**src/verilog/amsc_pkg.sv**
```systemverilog
// package of constants and types for the acquisition mode status controller
package amsc_pkg;
   // one-hot operating modes
   typedef enum logic [5:0] {
      AMSC_SELF = 6'h01,
      AMSC_DARK = 6'h02,
      AMSC_IDLE = 6'h04,
      AMSC_WORK = 6'h08,
      AMSC_WAIT = 6'h10,
      AMSC_ERR = 6'h20
   } amsc_mode_t;
   // register byte addresses
   localparam logic [3:0] AMSC_REG_CTRL = 4'h0;
   localparam logic [3:0] AMSC_REG_DOUT = 4'h4;
   localparam logic [3:0] AMSC_REG_DIN = 4'h8;
   localparam logic [3:0] AMSC_REG_STAT = 4'hc;
   // field positions
   localparam int AMSC_CTRL_DIR_LO = 0;
   localparam int AMSC_CTRL_DIR_HI = 1;
   localparam int AMSC_STAT_LOCK = 8;
   localparam int AMSC_STAT_ID = 16;
   // reset values
   localparam logic [1:0] AMSC_DIR_RST = 2'h0;
   localparam logic [15:0] AMSC_DOUT_RST = 16'h0000;
   // timing
   localparam int AMSC_CLK_NS = 4;
   localparam int AMSC_MS_NS = 1000000;
   localparam int AMSC_CYC_PER_MS = AMSC_MS_NS / AMSC_CLK_NS;
   localparam int AMSC_WAIT_TMO_S = 300;
   localparam int AMSC_WAIT_TMO_MS = AMSC_WAIT_TMO_S * 1000;
   localparam int AMSC_WORK_IDLE_MS = 1000;
   localparam int AMSC_DARK_MS = 500;
   localparam int AMSC_ERR_HZ = 5;
   localparam int AMSC_ERR_PER_MS = 1000 / AMSC_ERR_HZ;
   localparam int AMSC_IDLE_PER_MS = 1750;
   localparam int AMSC_BLINK_MS = 100;
   localparam int AMSC_PULSE_MS = 20;
endpackage : amsc_pkg

```
**src/verilog/amsc_top.sv**
```systemverilog
// acquisition mode status controller with axi4-lite registers
//
// The register addresses and the AXI4-Lite register port were decided locally.
`timescale 1ns/10ps
module amsc_top
   import amsc_pkg::*;
#(
   parameter int ID_W = 8,
   parameter int CYC_PER_MS = AMSC_CYC_PER_MS,
   parameter int WAIT_TMO_MS = AMSC_WAIT_TMO_MS,
   parameter int WORK_IDLE_MS = AMSC_WORK_IDLE_MS,
   parameter int DARK_MS = AMSC_DARK_MS,
   parameter int ERR_PER_MS = AMSC_ERR_PER_MS,
   parameter int IDLE_PER_MS = AMSC_IDLE_PER_MS,
   parameter int BLINK_MS = AMSC_BLINK_MS,
   parameter int PULSE_MS = AMSC_PULSE_MS
) (
   input wire logic aclk,
   input wire logic aresetn,
   input wire logic [3:0] s_axi_awaddr,
   input wire logic s_axi_awvalid,
   output logic s_axi_awready,
   input wire logic [31:0] s_axi_wdata,
   input wire logic [3:0] s_axi_wstrb,
   input wire logic s_axi_wvalid,
   output logic s_axi_wready,
   output logic [1:0] s_axi_bresp,
   output logic s_axi_bvalid,
   input wire logic s_axi_bready,
   input wire logic [3:0] s_axi_araddr,
   input wire logic s_axi_arvalid,
   output logic s_axi_arready,
   output logic [31:0] s_axi_rdata,
   output logic [1:0] s_axi_rresp,
   output logic s_axi_rvalid,
   input wire logic s_axi_rready,
   input wire logic selftest_done,
   input wire logic selftest_fatal,
   input wire logic addr_dhcp,
   input wire logic cmd_valid,
   input wire logic [ID_W-1:0] cmd_src,
   output logic cmd_accept,
   output logic cmd_drop,
   output logic led_traffic,
   output logic led_busy,
   input wire logic [15:0] dio_in,
   output logic [15:0] dio_out,
   output logic [15:0] dio_oe
);
   localparam int MSW = 20;
   generate
      if (ID_W < 1 || ID_W > 16 || CYC_PER_MS < 2 || CYC_PER_MS > (1 << 18) || WAIT_TMO_MS >= (1 << MSW) ||
          3 * BLINK_MS >= IDLE_PER_MS || ERR_PER_MS < 2 || PULSE_MS < 1 || PULSE_MS > 255 || DARK_MS < 1) begin : g_chk
         $error("amsc_top: unsupported parameter values");
      end
   endgenerate

   // millisecond tick divider
   logic [17:0] div_ff, nxt_div;
   logic tick;
   always_comb begin
      tick = (div_ff == 18'(CYC_PER_MS - 1));
      nxt_div = tick ? 18'h0 : div_ff + 18'h1;
   end
   always_ff @(posedge aclk) begin
      if (!aresetn) div_ff <= 18'h0;
      else div_ff <= nxt_div;
   end

   // mode machine
   amsc_mode_t st_ff, nxt_st;
   logic [MSW-1:0] ms_ff, nxt_ms;
   logic lock_ff, nxt_lock;
   logic [ID_W-1:0] id_ff, nxt_id;
   logic acc_ff, nxt_acc, drop_ff, nxt_drop;
   logic from_lock, acc;
   always_comb begin
      nxt_st = st_ff;
      nxt_lock = lock_ff;
      nxt_id = id_ff;
      from_lock = lock_ff && (cmd_src == id_ff);
      acc = 1'b0;
      nxt_ms = tick ? ms_ff + MSW'(1) : ms_ff;
      case (st_ff)
         AMSC_SELF: begin
            if (selftest_fatal) nxt_st = AMSC_ERR;
            else if (selftest_done) nxt_st = AMSC_DARK;
         end
         AMSC_DARK: begin
            if (ms_ff >= MSW'(DARK_MS)) nxt_st = AMSC_IDLE;
         end
         AMSC_IDLE: begin
            if (cmd_valid) begin
               acc = 1'b1;
               nxt_lock = 1'b1;
               nxt_id = cmd_src;
               nxt_st = AMSC_WORK;
            end
            else if (tick && ms_ff >= MSW'(IDLE_PER_MS - 1)) nxt_ms = '0;
         end
         AMSC_WORK: begin
            if (cmd_valid && from_lock) acc = 1'b1;
            else if (ms_ff >= MSW'(WORK_IDLE_MS)) nxt_st = AMSC_WAIT;
         end
         AMSC_WAIT: begin
            if (cmd_valid && from_lock) begin
               acc = 1'b1;
               nxt_st = AMSC_WORK;
            end
            else if (ms_ff >= MSW'(WAIT_TMO_MS)) begin
               nxt_lock = 1'b0;
               nxt_st = AMSC_IDLE;
            end
         end
         AMSC_ERR: begin
            if (tick && ms_ff >= MSW'(ERR_PER_MS - 1)) nxt_ms = '0;
         end
         default: nxt_st = AMSC_SELF;
      endcase
      // counter restarts on every mode change and every accepted command
      if (acc || nxt_st != st_ff) nxt_ms = '0;
      nxt_acc = acc;
      nxt_drop = cmd_valid && !acc;
   end
   always_ff @(posedge aclk) begin
      if (!aresetn) begin
         st_ff <= AMSC_SELF;
         ms_ff <= '0;
         lock_ff <= 1'b0;
         id_ff <= '0;
         acc_ff <= 1'b0;
         drop_ff <= 1'b0;
      end
      else begin
         st_ff <= nxt_st;
         ms_ff <= nxt_ms;
         lock_ff <= nxt_lock;
         id_ff <= nxt_id;
         acc_ff <= nxt_acc;
         drop_ff <= nxt_drop;
      end
   end

   // status lights, decoded from the current mode one cycle late
   logic [7:0] pul_ff, nxt_pul;
   logic trf_ff, nxt_trf, bsy_ff, nxt_bsy;
   always_comb begin
      nxt_pul = pul_ff;
      if (acc) nxt_pul = 8'(PULSE_MS);
      else if (tick && pul_ff != 8'h0) nxt_pul = pul_ff - 8'h1;
      nxt_trf = 1'b0;
      nxt_bsy = 1'b0;
      case (st_ff)
         AMSC_SELF: begin
            nxt_trf = 1'b1;
            nxt_bsy = 1'b1;
         end
         AMSC_DARK: begin
            nxt_trf = 1'b0;
         end
         AMSC_IDLE: begin
            // live address origin picks the pattern
            nxt_trf = (ms_ff < MSW'(BLINK_MS)) ||
                      (!addr_dhcp && ms_ff >= MSW'(2 * BLINK_MS) && ms_ff < MSW'(3 * BLINK_MS));
         end
         AMSC_WORK, AMSC_WAIT: begin
            nxt_bsy = 1'b1;
            nxt_trf = (pul_ff != 8'h0);
         end
         AMSC_ERR: begin
            nxt_trf = 1'b1;
            nxt_bsy = (ms_ff < MSW'(ERR_PER_MS / 2));
         end
         default: nxt_trf = 1'b0;
      endcase
   end
   always_ff @(posedge aclk) begin
      if (!aresetn) begin
         pul_ff <= 8'h0;
         trf_ff <= 1'b0;
         bsy_ff <= 1'b0;
      end
      else begin
         pul_ff <= nxt_pul;
         trf_ff <= nxt_trf;
         bsy_ff <= nxt_bsy;
      end
   end

   // axi4-lite slave; write address and data may arrive in either order
   logic awr_ff, nxt_awr, wr_ff, nxt_wr, bv_ff, nxt_bv, ar_ff, nxt_ar, rv_ff, nxt_rv;
   logic awg_ff, nxt_awg, wg_ff, nxt_wg;
   logic [3:0] wa_ff, nxt_wa, ws_ff, nxt_ws;
   logic [31:0] wd_ff, nxt_wd, rd_ff, nxt_rd;
   logic [1:0] br_ff, nxt_br, rr_ff, nxt_rr;
   logic [1:0] dir_ff, nxt_dir;
   logic [15:0] dout_ff, nxt_dout, oe_ff, nxt_oe;
   always_comb begin
      nxt_awg = awg_ff || (s_axi_awvalid && awr_ff);
      nxt_wg = wg_ff || (s_axi_wvalid && wr_ff);
      nxt_wa = (s_axi_awvalid && awr_ff) ? s_axi_awaddr : wa_ff;
      nxt_wd = (s_axi_wvalid && wr_ff) ? s_axi_wdata : wd_ff;
      nxt_ws = (s_axi_wvalid && wr_ff) ? s_axi_wstrb : ws_ff;
      nxt_bv = bv_ff && !s_axi_bready;
      nxt_br = br_ff;
      nxt_dir = dir_ff;
      nxt_dout = dout_ff;
      if (awg_ff && wg_ff && !bv_ff) begin
         nxt_awg = 1'b0;
         nxt_wg = 1'b0;
         nxt_bv = 1'b1;
         nxt_br = 2'h0;
         case (wa_ff)
            AMSC_REG_CTRL: if (ws_ff[0]) nxt_dir = wd_ff[1:0];
            AMSC_REG_DOUT: begin
               if (ws_ff[0]) nxt_dout[7:0] = wd_ff[7:0];
               if (ws_ff[1]) nxt_dout[15:8] = wd_ff[15:8];
            end
            AMSC_REG_DIN, AMSC_REG_STAT: nxt_br = 2'h0;
            default: nxt_br = 2'h2;
         endcase
      end
      nxt_awr = !nxt_awg && !nxt_bv;
      nxt_wr = !nxt_wg && !nxt_bv;
      // block direction applies to all eight lines at once
      nxt_oe = {{8{dir_ff[AMSC_CTRL_DIR_HI]}}, {8{dir_ff[AMSC_CTRL_DIR_LO]}}};
      nxt_rv = rv_ff && !s_axi_rready;
      nxt_rd = rd_ff;
      nxt_rr = rr_ff;
      if (s_axi_arvalid && ar_ff) begin
         nxt_rv = 1'b1;
         nxt_rr = 2'h0;
         nxt_rd = 32'h0;
         case (s_axi_araddr)
            AMSC_REG_CTRL: nxt_rd[1:0] = dir_ff;
            AMSC_REG_DOUT: nxt_rd[15:0] = dout_ff;
            AMSC_REG_DIN: nxt_rd[15:0] = dio_in;
            AMSC_REG_STAT: begin
               nxt_rd[5:0] = st_ff;
               nxt_rd[AMSC_STAT_LOCK] = lock_ff;
               nxt_rd[AMSC_STAT_ID +: ID_W] = id_ff;
            end
            default: nxt_rr = 2'h2;
         endcase
      end
      nxt_ar = !nxt_rv;
   end
   always_ff @(posedge aclk) begin
      if (!aresetn) begin
         awr_ff <= 1'b0;
         wr_ff <= 1'b0;
         bv_ff <= 1'b0;
         ar_ff <= 1'b0;
         rv_ff <= 1'b0;
         awg_ff <= 1'b0;
         wg_ff <= 1'b0;
         wa_ff <= 4'h0;
         ws_ff <= 4'h0;
         wd_ff <= 32'h0;
         rd_ff <= 32'h0;
         br_ff <= 2'h0;
         rr_ff <= 2'h0;
         dir_ff <= AMSC_DIR_RST;
         dout_ff <= AMSC_DOUT_RST;
         oe_ff <= 16'h0000;
      end
      else begin
         awr_ff <= nxt_awr;
         wr_ff <= nxt_wr;
         bv_ff <= nxt_bv;
         ar_ff <= nxt_ar;
         rv_ff <= nxt_rv;
         awg_ff <= nxt_awg;
         wg_ff <= nxt_wg;
         wa_ff <= nxt_wa;
         ws_ff <= nxt_ws;
         wd_ff <= nxt_wd;
         rd_ff <= nxt_rd;
         br_ff <= nxt_br;
         rr_ff <= nxt_rr;
         dir_ff <= nxt_dir;
         dout_ff <= nxt_dout;
         oe_ff <= nxt_oe;
      end
   end

   assign s_axi_awready = awr_ff;
   assign s_axi_wready = wr_ff;
   assign s_axi_bvalid = bv_ff;
   assign s_axi_bresp = br_ff;
   assign s_axi_arready = ar_ff;
   assign s_axi_rvalid = rv_ff;
   assign s_axi_rdata = rd_ff;
   assign s_axi_rresp = rr_ff;
   assign cmd_accept = acc_ff;
   assign cmd_drop = drop_ff;
   assign led_traffic = trf_ff;
   assign led_busy = bsy_ff;
   assign dio_out = dout_ff;
   assign dio_oe = oe_ff;
endmodule : amsc_top
```
**config.mk**
```make
export PLATFORM = sky130hd
export DESIGN_NAME = amsc_top
export DESIGN_NICKNAME = d
export VERILOG_FILES = /design/src/verilog/amsc_pkg.sv /design/src/verilog/amsc_top.sv
export SDC_FILE = /design/constraint.sdc
export NUM_CORES = 1
export LEC_CHECK = 0
export BUFFER_PORTS_ARGS = -buffer_cell sky130_fd_sc_hd__buf_2
export CAP_MARGIN = 40
export CORE_ASPECT_RATIO = 1.4
export CORE_MARGIN = 4
export CORE_UTILIZATION = 58
export DETAILED_ROUTE_END_ITERATION = 12
export GPL_ROUTABILITY_DRIVEN = 1
export PLACE_DENSITY = 0.86
export SYNTH_ARGS = -nofsm -noshare
export SYNTH_HDL_FRONTEND = slang
export SYNTH_SLANG_ARGS = --single-unit
```
**constraint.sdc**
```tcl
create_clock -name aclk -period 6.8 [get_ports aclk]
set_input_delay 0.68 -clock aclk [delete_from_list [all_inputs] [get_ports aclk]]
set_output_delay 0.68 -clock aclk [all_outputs]
set_load 0.005 [all_outputs]
```
==> out/qor.yml <==
clock-sinks: 140
grt_max_degree: 74
wire_per_inst_um: 15.6
yosysTopAreaCell: "dfxtp_1"
start_util_pct: 59.1
arrival_ns: 3.37
vias: 5902
wl_mm: 16.0
hold_viol: 0
critical_path_class: "flip-flop to flip-flop"
dpl.hpwl_mm: 11.4
critPathTopFamily: "simple AND/OR/NAND/NOR gates"
fin_crit_ns: 3.05
drive_gt1_share_pct: 23.2
grt_pass1_wl_mm: 26.2
fin_skew_ns: 0.00766
cts_tree: "done"
core_area_mm2: 0.0113
relSlewSlack_pct: 46.3
grt_pass1_vias: 5542
synthCells: 775
first_pass_iters: 5
powerDensity_mw_per_mm2: 241
syn_to_final_growth_pct: 17.8
postCtsSetupBuffers: 0
worstSetupEndpointType: "flip-flop"
hold_buffers: 0
synth-seq-cells: 140
final_cell_mix: "dfxtp_1 (140), buf_2 (127), nand2_1 (113), nor2_1 (83), a21oi_1 (62)"
maxSlewViolCount: 0
ys_top_cells_by_area: "dfxtp_1 (42%), nand2_1 (6.4%), nor2_1 (4.7%), a21oi_1 (4.7%), xor2_1 (3.5%)"
routabilityCongestion: 0.887
layout.cells.most_common: "dfxtp_1"
worst_slew_pin_slew_ns: 0.794
synth_top_area_share_pct: 42.0
clkTransAtPathRegs_ns: 0.06
fin_tns_setup_ns: 0
rsz0062_at_grt: "no"
setup_ws_ns: 3.75
status: "finished clean"
gr-total-overflow: 0
yosys_warnings: 0
cts_buffers: 17
io_pins: 156
worstPathCellList: "nor4b_1, nand2_1, a2111oi_0, o2111ai_2, buf_8, nor3_1"
critPathRequiredTime_ns: 7.13
cp-start-kind: "flip-flop"
maxCapViolations: 0
ctsResizeCount: 0
drc: 0
clk_path_buf_depth: 2
cts_max_level: 4
drt_iter0_markers: 278
root_buffer: "clkbuf_16"
slowest_stage: "nor4b_1"
nNetsFinal: 955
insertion_delay_ns: 0.41
fin_util_pct: 69.6
path_max_fanout: 14
post-route-period-util_pct: 44.8
fp.dieW_um: 98.6
die_height_um: 135
setup_viol: 0
ir_worst_vdd_mv: 0.190
worstHoldPathType: "flip-flop to flip-flop"
p_leak_nw: 3.32
num_rows: 46
critPathBufInv: 1
fmax_ghz: 0.328
cpPeakStageDelay_ns: 0.76
synth_area_mm2: 0.00667
place_ws_ns: 3.92
dieArea_mm2: 0.0133
synthArstFlopShare_pct: 0
seq_area_frac_synth_pct: 42.0
port_buffers: 127
synth_ff_type: "dfxtp_1"
grtUsageTotal_pct: 24.1
synth_edf_count: 0
synth.avg_cell_area_um2: 8.60
ant_nets: 0
viasPerCell: 5.74
antenna_found_initial: 0
synth_cell_types: 65
==> power breakdown <==
group | internal (W) | switching (W)
sequential | 0.000836 | 0.0000127
clock | 0.000557 | 0.000367
combinational | 0.0000502 | 0.0000711
total | 0.00144 | 0.000451
==> per-stage QoR <==
stage          std cells  hold WS (ns)  total power [W]  instance area (um2)
2_1_floorplan        784         0.418         0.000943                 6700
3_3_place_gp         990         0.427         0.000977                 7160
3_5_place_dp         995         0.439         0.000987                 7250
4_1_cts             1027         0.452          0.00191                 7850
5_1_grt             1027         0.471          0.00196                 7850
6_report            1028         0.448          0.00189                 7850
==> worst paths after layout <==
path                                      startpoint                   end  slack (ns)  depth (start not counted)
worst min register to register  div_ff[0]$_SDFF_PP0_  div_ff[0]$_SDFF_PP0_        0.45                          1
worst min-delay path            div_ff[0]$_SDFF_PP0_  div_ff[0]$_SDFF_PP0_        0.45                          1
worst max-delay path             st_ff[4]$_SDFF_PN0_  ms_ff[11]$_SDFF_PP0_        3.75                          6
worst max register to register   st_ff[4]$_SDFF_PN0_  ms_ff[11]$_SDFF_PP0_        3.75                          6
==> area by class of cell <==
type                    count  area (um2)
multi-input cells         567        3490
inverters                  10        37.5
flip-flops and latches    140        2800
fillers                   894        3430
clock inverters            14         159
well taps                 144         180
repair buffers            134         739
clock buffers              18         439
diodes                      1        2.50
==> worst register-to-register path, delay by kind of cell, from the launching register on <==
family | cells | cell delay [ns]
and+or+nand+nor | 3 | 1.18
DFF | 1 | 0.46
AOI/OAI and AO/OA | 2 | 1.05
buffers and inverters | 1 | 0.28
==> logic make-up after synthesis <==
group / count (synthesis) / synth area share [%]
AND/OR/NAND/NOR: 350 / 27.5
flip-flops: 140 / 42.0
AO/OA/AOI/OAI: 124 / 12.1
buffers and inverters: 77 / 6.17
XOR/XNOR: 52 / 6.83
multiplexers: 25 / 4.22
adder cells (fa/ha/maj): 6 / 1.13
other: 1 / 0.0563
==> synthesized netlist by cell type (2+ instances only) <==
| cell | instances |
|---|---|
| dfxtp_1 | 140 |
| nand2_1 | 113 |
| nor2_1 | 83 |
| a21oi_1 | 62 |
| nor3_1 | 33 |
| clkbuf_1 | 32 |
| xor2_1 | 27 |
| xnor2_1 | 25 |
| buf_4 | 24 |
| nand3_1 | 21 |
| mux2i_1 | 18 |
| a22o_1 | 15 |
| and3_1 | 15 |
| nand4_1 | 13 |
| a22oi_1 | 11 |
| nor3_2 | 11 |
| inv_1 | 10 |
| and2_1 | 9 |
| o21ai_0 | 9 |
| ha_1 | 6 |
| nand2b_1 | 6 |
| nor4_1 | 6 |
| buf_1 | 5 |
| mux2_2 | 5 |
| nand3b_1 | 5 |
| o211ai_1 | 5 |
| or4_1 | 5 |
| and4_1 | 4 |
| buf_6 | 4 |
| nor4_4 | 4 |
| nor2b_1 | 3 |
| nor4_2 | 3 |
| nor4b_1 | 3 |
| or2_2 | 3 |
| a21o_1 | 2 |
| a221oi_1 | 2 |
| a41oi_1 | 2 |
| mux4_2 | 2 |
| o21a_1 | 2 |
| or4_4 | 2 |
==> routing by layer <==
| layer | vias up | part of all wire [%] | GRT usage (%) |
|---|---|---|---|
| met4 | 0 | 2.9 | 10.1 |
| met5 | - | 0 | 0 |
| met1 | 2772 | 39 | 27.9 |
| met2 | 226 | 51 | 41.7 |
| met3 | 41 | 6.9 | 6.51 |
| li1 | 2863 | - | - |
==> sequential cells by signal (all words and copies together), names as in the netlist, 4 cells and up <==
register	count
s_axi_rdata	24
ms_ff	20
div_ff	18
dio_out	16
wd_ff	16
id_ff	8
pul_ff	8
st_ff	6
wa_ff	4
No activity file was read; power rests on OpenSTA's default activity.
